**config.mk**
```make
export PLATFORM = sky130hd
export DESIGN_NAME = fbrm_core
export DESIGN_NICKNAME = d
export VERILOG_FILES = /design/src/rtl/fbrm_core.v
export VERILOG_INCLUDE_DIRS = /design/src /design/src/rtl
export SDC_FILE = /design/constraint.sdc
export NUM_CORES = 1
export LEC_CHECK = 0
export ABC_AREA = 1
export BUFFER_PORTS_ARGS = -buffer_cell sky130_fd_sc_hd__buf_2
export CAP_MARGIN = 10
export CORE_MARGIN = 4
export CORE_UTILIZATION = 52
export CTS_CLUSTER_SIZE = 16
export DETAILED_ROUTE_END_ITERATION = 10
export PLACE_DENSITY = 0.81
export SKIP_CTS_REPAIR_TIMING = 1
export SYNTH_ARGS = -nofsm -noshare
export SYNTH_HDL_FRONTEND = slang
export SYNTH_SLANG_ARGS = --single-unit
```
**constraint.sdc**
```tcl
create_clock -name clk -period 2.1 [get_ports clk]
set_input_delay 0.21 -clock clk [delete_from_list [all_inputs] [get_ports clk]]
set_output_delay 0.21 -clock clk [all_outputs]
set_load 0.03 [all_outputs]
```
**src/rtl/fbrm_regs.vh**
```
// Constants for the flag branch and register move decoder
`ifndef FBRM_REGS_VH
`define FBRM_REGS_VH
// Status register bit positions
`define FBRM_STATUS_V 3
`define FBRM_STATUS_I 7
`define FBRM_STATUS_WIDTH 8
// Opcode fields and patterns
`define FBRM_OPC_BRANCH_MASK 16'hFC00
`define FBRM_OPC_BRANCH_SET 16'hF000
`define FBRM_OPC_BRANCH_CLEAR 16'hF400
`define FBRM_OPC_COPY_MASK 16'hFC00
`define FBRM_OPC_COPY 16'h2C00
`define FBRM_OPC_PAIR_MASK 16'hFF00
`define FBRM_OPC_PAIR 16'h0100
`define FBRM_PC_STEP 16'h0001
// Instruction field positions
`define FBRM_FLD_SEL 2:0
`define FBRM_FLD_OFFSET 9:3
`define FBRM_FLD_OFFSET_SIGN 9
`define FBRM_OFFSET_WIDTH 7
`define FBRM_FLD_COPY_DST 8:4
`define FBRM_FLD_COPY_SRC_HI 9
`define FBRM_FLD_COPY_SRC_LO 3:0
`define FBRM_FLD_PAIR_DST 7:4
`define FBRM_FLD_PAIR_SRC 3:0
// Cycle counts
`define FBRM_CYC_TAKEN 2'h2
`define FBRM_CYC_PLAIN 2'h1
`endif

```
**src/rtl/fbrm_core.v**
```verilog
// Flag branch and register copy execution slice of an 8-bit core
`timescale 1ns/1ns
`include "fbrm_regs.vh"

module fbrm_core #(
  parameter PC_WIDTH = 16
)(
  input wire clk,
  input wire reset,
  input wire instrValid,
  input wire [15:0] instrWord,
  input wire [PC_WIDTH-1:0] pcIn,
  input wire [7:0] statusRegister,
  output reg [PC_WIDTH-1:0] pcNext_q,
  output reg pcLoad_q,
  output reg busy_q,
  output reg done_q,
  output reg [1:0] cycles_q,
  output reg [4:0] rfReadA_q,
  output reg [4:0] rfWriteAddr_q,
  output reg rfWriteEn_q,
  output reg rfPairWrite_q,
  output reg [7:0] rfWriteLo_q,
  output reg [7:0] rfWriteHi_q,
  output reg flagsWrite_q,
  input wire [7:0] sourceRegister,
  input wire [7:0] sourceRegisterHi
);

  // ----------------------------------------
  // Decode
  // ----------------------------------------
  localparam ST_IDLE = 1'b0;
  localparam ST_TAKEN = 1'b1;

  reg state_q;
  reg state_d;
  wire isBranchSet;
  wire isBranchClr;
  wire isCopy;
  wire isPair;
  wire [2:0] flagSel;
  wire [`FBRM_STATUS_WIDTH-1:0] flagPick;
  wire flagBit;
  wire takeBranch;
  wire [PC_WIDTH-1:0] offsetExt;
  wire [PC_WIDTH-1:0] target;
  wire [4:0] copyDst;
  wire [4:0] copySrc;
  wire [4:0] pairDst;
  wire [4:0] pairSrc;

  assign isBranchSet = (instrWord & `FBRM_OPC_BRANCH_MASK) == `FBRM_OPC_BRANCH_SET;
  assign isBranchClr = (instrWord & `FBRM_OPC_BRANCH_MASK) == `FBRM_OPC_BRANCH_CLEAR;
  assign isCopy = (instrWord & `FBRM_OPC_COPY_MASK) == `FBRM_OPC_COPY;
  assign isPair = (instrWord & `FBRM_OPC_PAIR_MASK) == `FBRM_OPC_PAIR;
  // Flag select: bits 2:0 pick any of the 8 status bits, such as V for overflow or I for interrupt
  assign flagSel = instrWord[`FBRM_FLD_SEL];
  // Set form needs bit 1, clear form needs bit 0
  assign takeBranch = (isBranchSet & flagBit) | (isBranchClr & ~flagBit);
  assign offsetExt = {{(PC_WIDTH-`FBRM_OFFSET_WIDTH){instrWord[`FBRM_FLD_OFFSET_SIGN]}},
    instrWord[`FBRM_FLD_OFFSET]};
  assign target = pcIn + offsetExt + `FBRM_PC_STEP;
  assign copyDst = instrWord[`FBRM_FLD_COPY_DST];
  assign copySrc = {instrWord[`FBRM_FLD_COPY_SRC_HI], instrWord[`FBRM_FLD_COPY_SRC_LO]};
  assign pairDst = {instrWord[`FBRM_FLD_PAIR_DST], 1'b0};
  assign pairSrc = {instrWord[`FBRM_FLD_PAIR_SRC], 1'b0};

  // ----------------------------------------
  // Status bit select
  // ----------------------------------------
  // One match term per status bit, ORed into the tested flag
  genvar bitIdx;
  generate
    for (bitIdx = 0; bitIdx < `FBRM_STATUS_WIDTH; bitIdx = bitIdx + 1)
    begin : gFlagPick
      localparam [2:0] BIT_CODE = bitIdx;
      assign flagPick[bitIdx] = statusRegister[bitIdx] & (flagSel == BIT_CODE);
    end
  endgenerate

  assign flagBit = |flagPick;

  // ----------------------------------------
  // Sequencer
  // ----------------------------------------
  always @*
  begin
    state_d = state_q;
    case (state_q)
      ST_IDLE:
      begin
        if (instrValid && takeBranch)
        begin
          state_d = ST_TAKEN;
        end
      end
      default:
      begin
        state_d = ST_IDLE;
      end
    endcase
  end

  // ----------------------------------------
  // State register
  // ----------------------------------------
  always @(posedge clk)
  begin
    if (reset)
    begin
      state_q <= ST_IDLE;
    end
    else
    begin
      state_q <= state_d;
    end
  end

  // ----------------------------------------
  // Program counter path
  // ----------------------------------------
  always @(posedge clk)
  begin
    if (reset)
    begin
      pcNext_q <= {PC_WIDTH{1'b0}};
      pcLoad_q <= 1'b0;
    end
    else
    begin
      // Second cycle of a taken branch loads the target
      pcLoad_q <= (state_q == ST_TAKEN);
      if (state_q == ST_IDLE && instrValid)
      begin
        if (takeBranch)
        begin
          pcNext_q <= target;
        end
        else
        begin
          pcNext_q <= pcIn + `FBRM_PC_STEP;
        end
      end
    end
  end

  // ----------------------------------------
  // Completion and cycle count
  // ----------------------------------------
  always @(posedge clk)
  begin
    if (reset)
    begin
      busy_q <= 1'b0;
      done_q <= 1'b0;
      cycles_q <= 2'h0;
      flagsWrite_q <= 1'b0;
    end
    else
    begin
      busy_q <= 1'b0;
      done_q <= 1'b0;
      // No instruction of this slice alters the status register
      flagsWrite_q <= 1'b0;
      if (state_q == ST_TAKEN)
      begin
        done_q <= 1'b1;
        cycles_q <= `FBRM_CYC_TAKEN;
      end
      else if (instrValid)
      begin
        if (takeBranch)
        begin
          busy_q <= 1'b1;
        end
        else
        begin
          done_q <= 1'b1;
          cycles_q <= `FBRM_CYC_PLAIN;
        end
      end
    end
  end

  // ----------------------------------------
  // Register file write port
  // ----------------------------------------
  always @(posedge clk)
  begin
    if (reset)
    begin
      rfReadA_q <= 5'h00;
      rfWriteAddr_q <= 5'h00;
      rfWriteEn_q <= 1'b0;
      rfPairWrite_q <= 1'b0;
      rfWriteLo_q <= 8'h00;
      rfWriteHi_q <= 8'h00;
    end
    else
    begin
      rfWriteEn_q <= 1'b0;
      rfPairWrite_q <= 1'b0;
      if (state_q == ST_IDLE && instrValid)
      begin
        rfReadA_q <= isPair ? pairSrc : copySrc;
        if (isCopy)
        begin
          rfWriteAddr_q <= copyDst;
          rfWriteLo_q <= sourceRegister;
          rfWriteEn_q <= 1'b1;
        end
        else if (isPair)
        begin
          rfWriteAddr_q <= pairDst;
          rfWriteLo_q <= sourceRegister;
          rfWriteHi_q <= sourceRegisterHi;
          rfWriteEn_q <= 1'b1;
          rfPairWrite_q <= 1'b1;
        end
      end
    end
  end

endmodule

```
==> impl_results.md <==
- DRC: 0
- Main synth FF type: dfxtp_1
- Top cells by area, synth: dfxtp_1 (29%), nand2_1 (14%), nor2_1 (8.8%)
- Die span in x: 88.8 um
- Core area: 6350 um2
- HP Start: sourceRegisterHi[3]
- Post-DP HPWL: 7510 um
- CP max stage delay: 0.34 ns
- Count leader, synth: nand2_1
- Pleak: 2.24 nW
- PD cells: 590 nW/um2
- VDD IR max: 0.000359 V
- DR vias/cell: 5.19
- Final Critical Period: 1.64 ns
- Number of global-route vias before repair: 3479
- Post-route cell area: 4090 um2
- R2R Path Start: state_q
- Syn Area/Cell: 6.49 um2
- Iter 0 DRT Violations: 234
- Yosys Warn Count: 0
- Drt total wl: 9550 um
- Syn Inst Count: 523
- Clock Root Buffer: clkbuf_8
- Top cell type's share of synthesized area: 0.295
- CP Buf/Inv Count: 3
- CTS buffer count: 5
- Utilization after layout: 0.644
- P_sw: 0.822 mW
- Setup Viol. Count Final: 0
- Slew HR: 0.479
- Ys async rst share: 0
- Gate power share: 0.285
- Most frequent cells after synthesis: nand2_1 (126), nor2_1 (80), inv_1 (64)
- CTS tree: yes
- Count of input and output buffers: 107
- Synthesized cell area: 3390 um2
- RSZ-0062 raised after global routing: no
- Crit-path max FO: 17
- Highest clock rate: 609 MHz
- Die ar.: 7880 um2
- Final Skew: 0.0113 ns
- Via count: 3658
- Initial antenna violation count: 0
- Drt first pass iters: 4
- Int Power: 1.59 mW
- Pwr Total: 2.41 mW
- Reg power frac: 0.420
- Sw Share: 0.341
- Clock Power Share: 0.296
- Crit path max-delay family: buffers and inverters
- First-pass GRT wire length: 15400 um
- #FFs+latches synth: 50
- Final slew viol count: 0
- Total clock sinks: 50
- Sequential fraction of the synthesis area: 0.295
- CP cell instances: inv_1, nand2_1, buf_4, a21oi_4, inv_2, nor2_1, nor2_1
- EDFF count, synth: 0
- Row cnt: 29
- Largest net degree at the start of global routing: 30
- Antenna-violating nets left: 0
- Die height: 88.8 um
- Clk slew on worst S/H paths: 0.10 ns
- Cell variety after synth: 36
- Arrival @ worst endpoint: 1.85 ns
- Worst setup SP type: register
- Setup TNS: 0 ns
- Hold slack: 0.114 ns
- Synth area leader: dfxtp_1
- Post-Place Cells: 697
- Worst skew pair latency: 0.31 ns
- Cell mode on critical path: nor2_1
- Area delta synth->final: 20.4%
- Period utilization: 0.781
- Total grt overflow: 0
- Final hold vios: 0
- CP startpoint: state_q
- Max_cap viols: 0
- Required time worst endpoint: 2.31 ns
- Setup ws final: 0.459 ns
- Kind of critical path: reg -> reg
- Post-Place Setup Slack: 0.164 ns
- H-tree levels: 2
- Slowest-stage cell, CP: dfxtp_1
- Share of layout cells above drive strength 1: 0.239
- Antenna Cells: 0
- Worst slew pin tran: 0.781 ns
- Outcome: finished clean
- Initial core utilization: 0.535
- Placed Area: 3970 um2
- Hold Crit Class: in -> reg
- Mapped Nets: 599
- Worst setup EP type: register
- CTS Buffer Depth: 2
- Routed len/inst: 13.5 um
- RePlAce Congestion: 0.900
- Final cell count without fillers: 705
- I/O pins: 109
- Post-layout nets: 703
- Total track usage: 0.245
[path summary, 6_finish.rpt]
path               endpoint  slack [ns]  depth (start not counted)
max          rfWriteLo_q[1]        0.46                          7
min          rfWriteHi_q[3]        0.11                          3
max reg2reg  rfWriteLo_q[1]        0.46                          7
min reg2reg     cycles_q[0]        0.46                          1
[tightest hold or removal path, cell delays in order]
cell    delay, ns
buf_2        0.08
nor2_1       0.03
nor2_1       0.08
[registers in the layout (all words and copies together) (netlist names)]
| name | flops |
|---|---|
| pcNext_q | 16 |
| rfWriteHi_q | 8 |
| rfWriteLo_q | 8 |
| rfReadA_q | 5 |
| rfWriteAddr_q | 5 |
| cycles_q | 2 |
| busy_q | 1 |
| done_q | 1 |
| pcLoad_q | 1 |
| rfPairWrite_q | 1 |
| rfWriteEn_q | 1 |
| state_q | 1 |
[cell type report]
cell class	instances	area (um2)
inverter	69	259
multi-input combinational	391	2040
clock inverter	3	48.8
tap	77	96.3
clock buffer	5	68.8
fill	588	2260
sequential	50	1000
timing repair buffer	110	571
[per-layer routing]
metal	routed length, um	track usage	part of all wire	up-vias
li1	-	-	-	1864
met1	3780	0.283	0.40	1641
met2	4700	0.447	0.49	135
met3	816	0.0400	0.085	18
met4	256	0.0975	0.027	0
met5	0	0	0	-
[power groups by stage]
stage               Sequential [mW]  Clock [mW]  Combinational (mW)
floorplan                      1.12           0               0.387
global placement               1.03           0               0.672
detailed placement             1.03           0               0.680
CTS                            1.01       0.721               0.686
global route                   1.02       0.765               0.767
finish                         1.01       0.714               0.687
[cells in the final DEF (no fill, tap or decap), types with 2 or more instances in the layout]
cell,n
inv_2,5
dfxtp_1,50
nand2_1,126
nand3_1,34
nor2_1,80
o21ai_0,33
inv_1,64
o211ai_2,3
clkbuf_8,5
a31oi_1,3
xnor2_1,6
nand4_1,4
nor2_2,5
nand3b_1,4
nand2_2,7
nor3_1,5
ha_1,16
a21oi_1,32
nand3_2,4
buf_4,2
a21oi_2,2
o211ai_1,3
xor2_1,13
buf_2,107
nand2_4,3
[kinds of logic (layout without fill, tap and decap cells)]
family,after synthesis,in the layout,share of synthesized area
buffers and inverters,82,187,0.103
AND/OR/NAND/NOR,274,274,0.351
XOR/XNOR,19,19,0.0490
other,1,1,0.00110
AO/OA/AOI/OAI,80,80,0.136
flip-flops,50,50,0.295
adder cells (fa/ha/maj),17,17,0.0649
No activity file was read; power rests on OpenSTA's default activity.
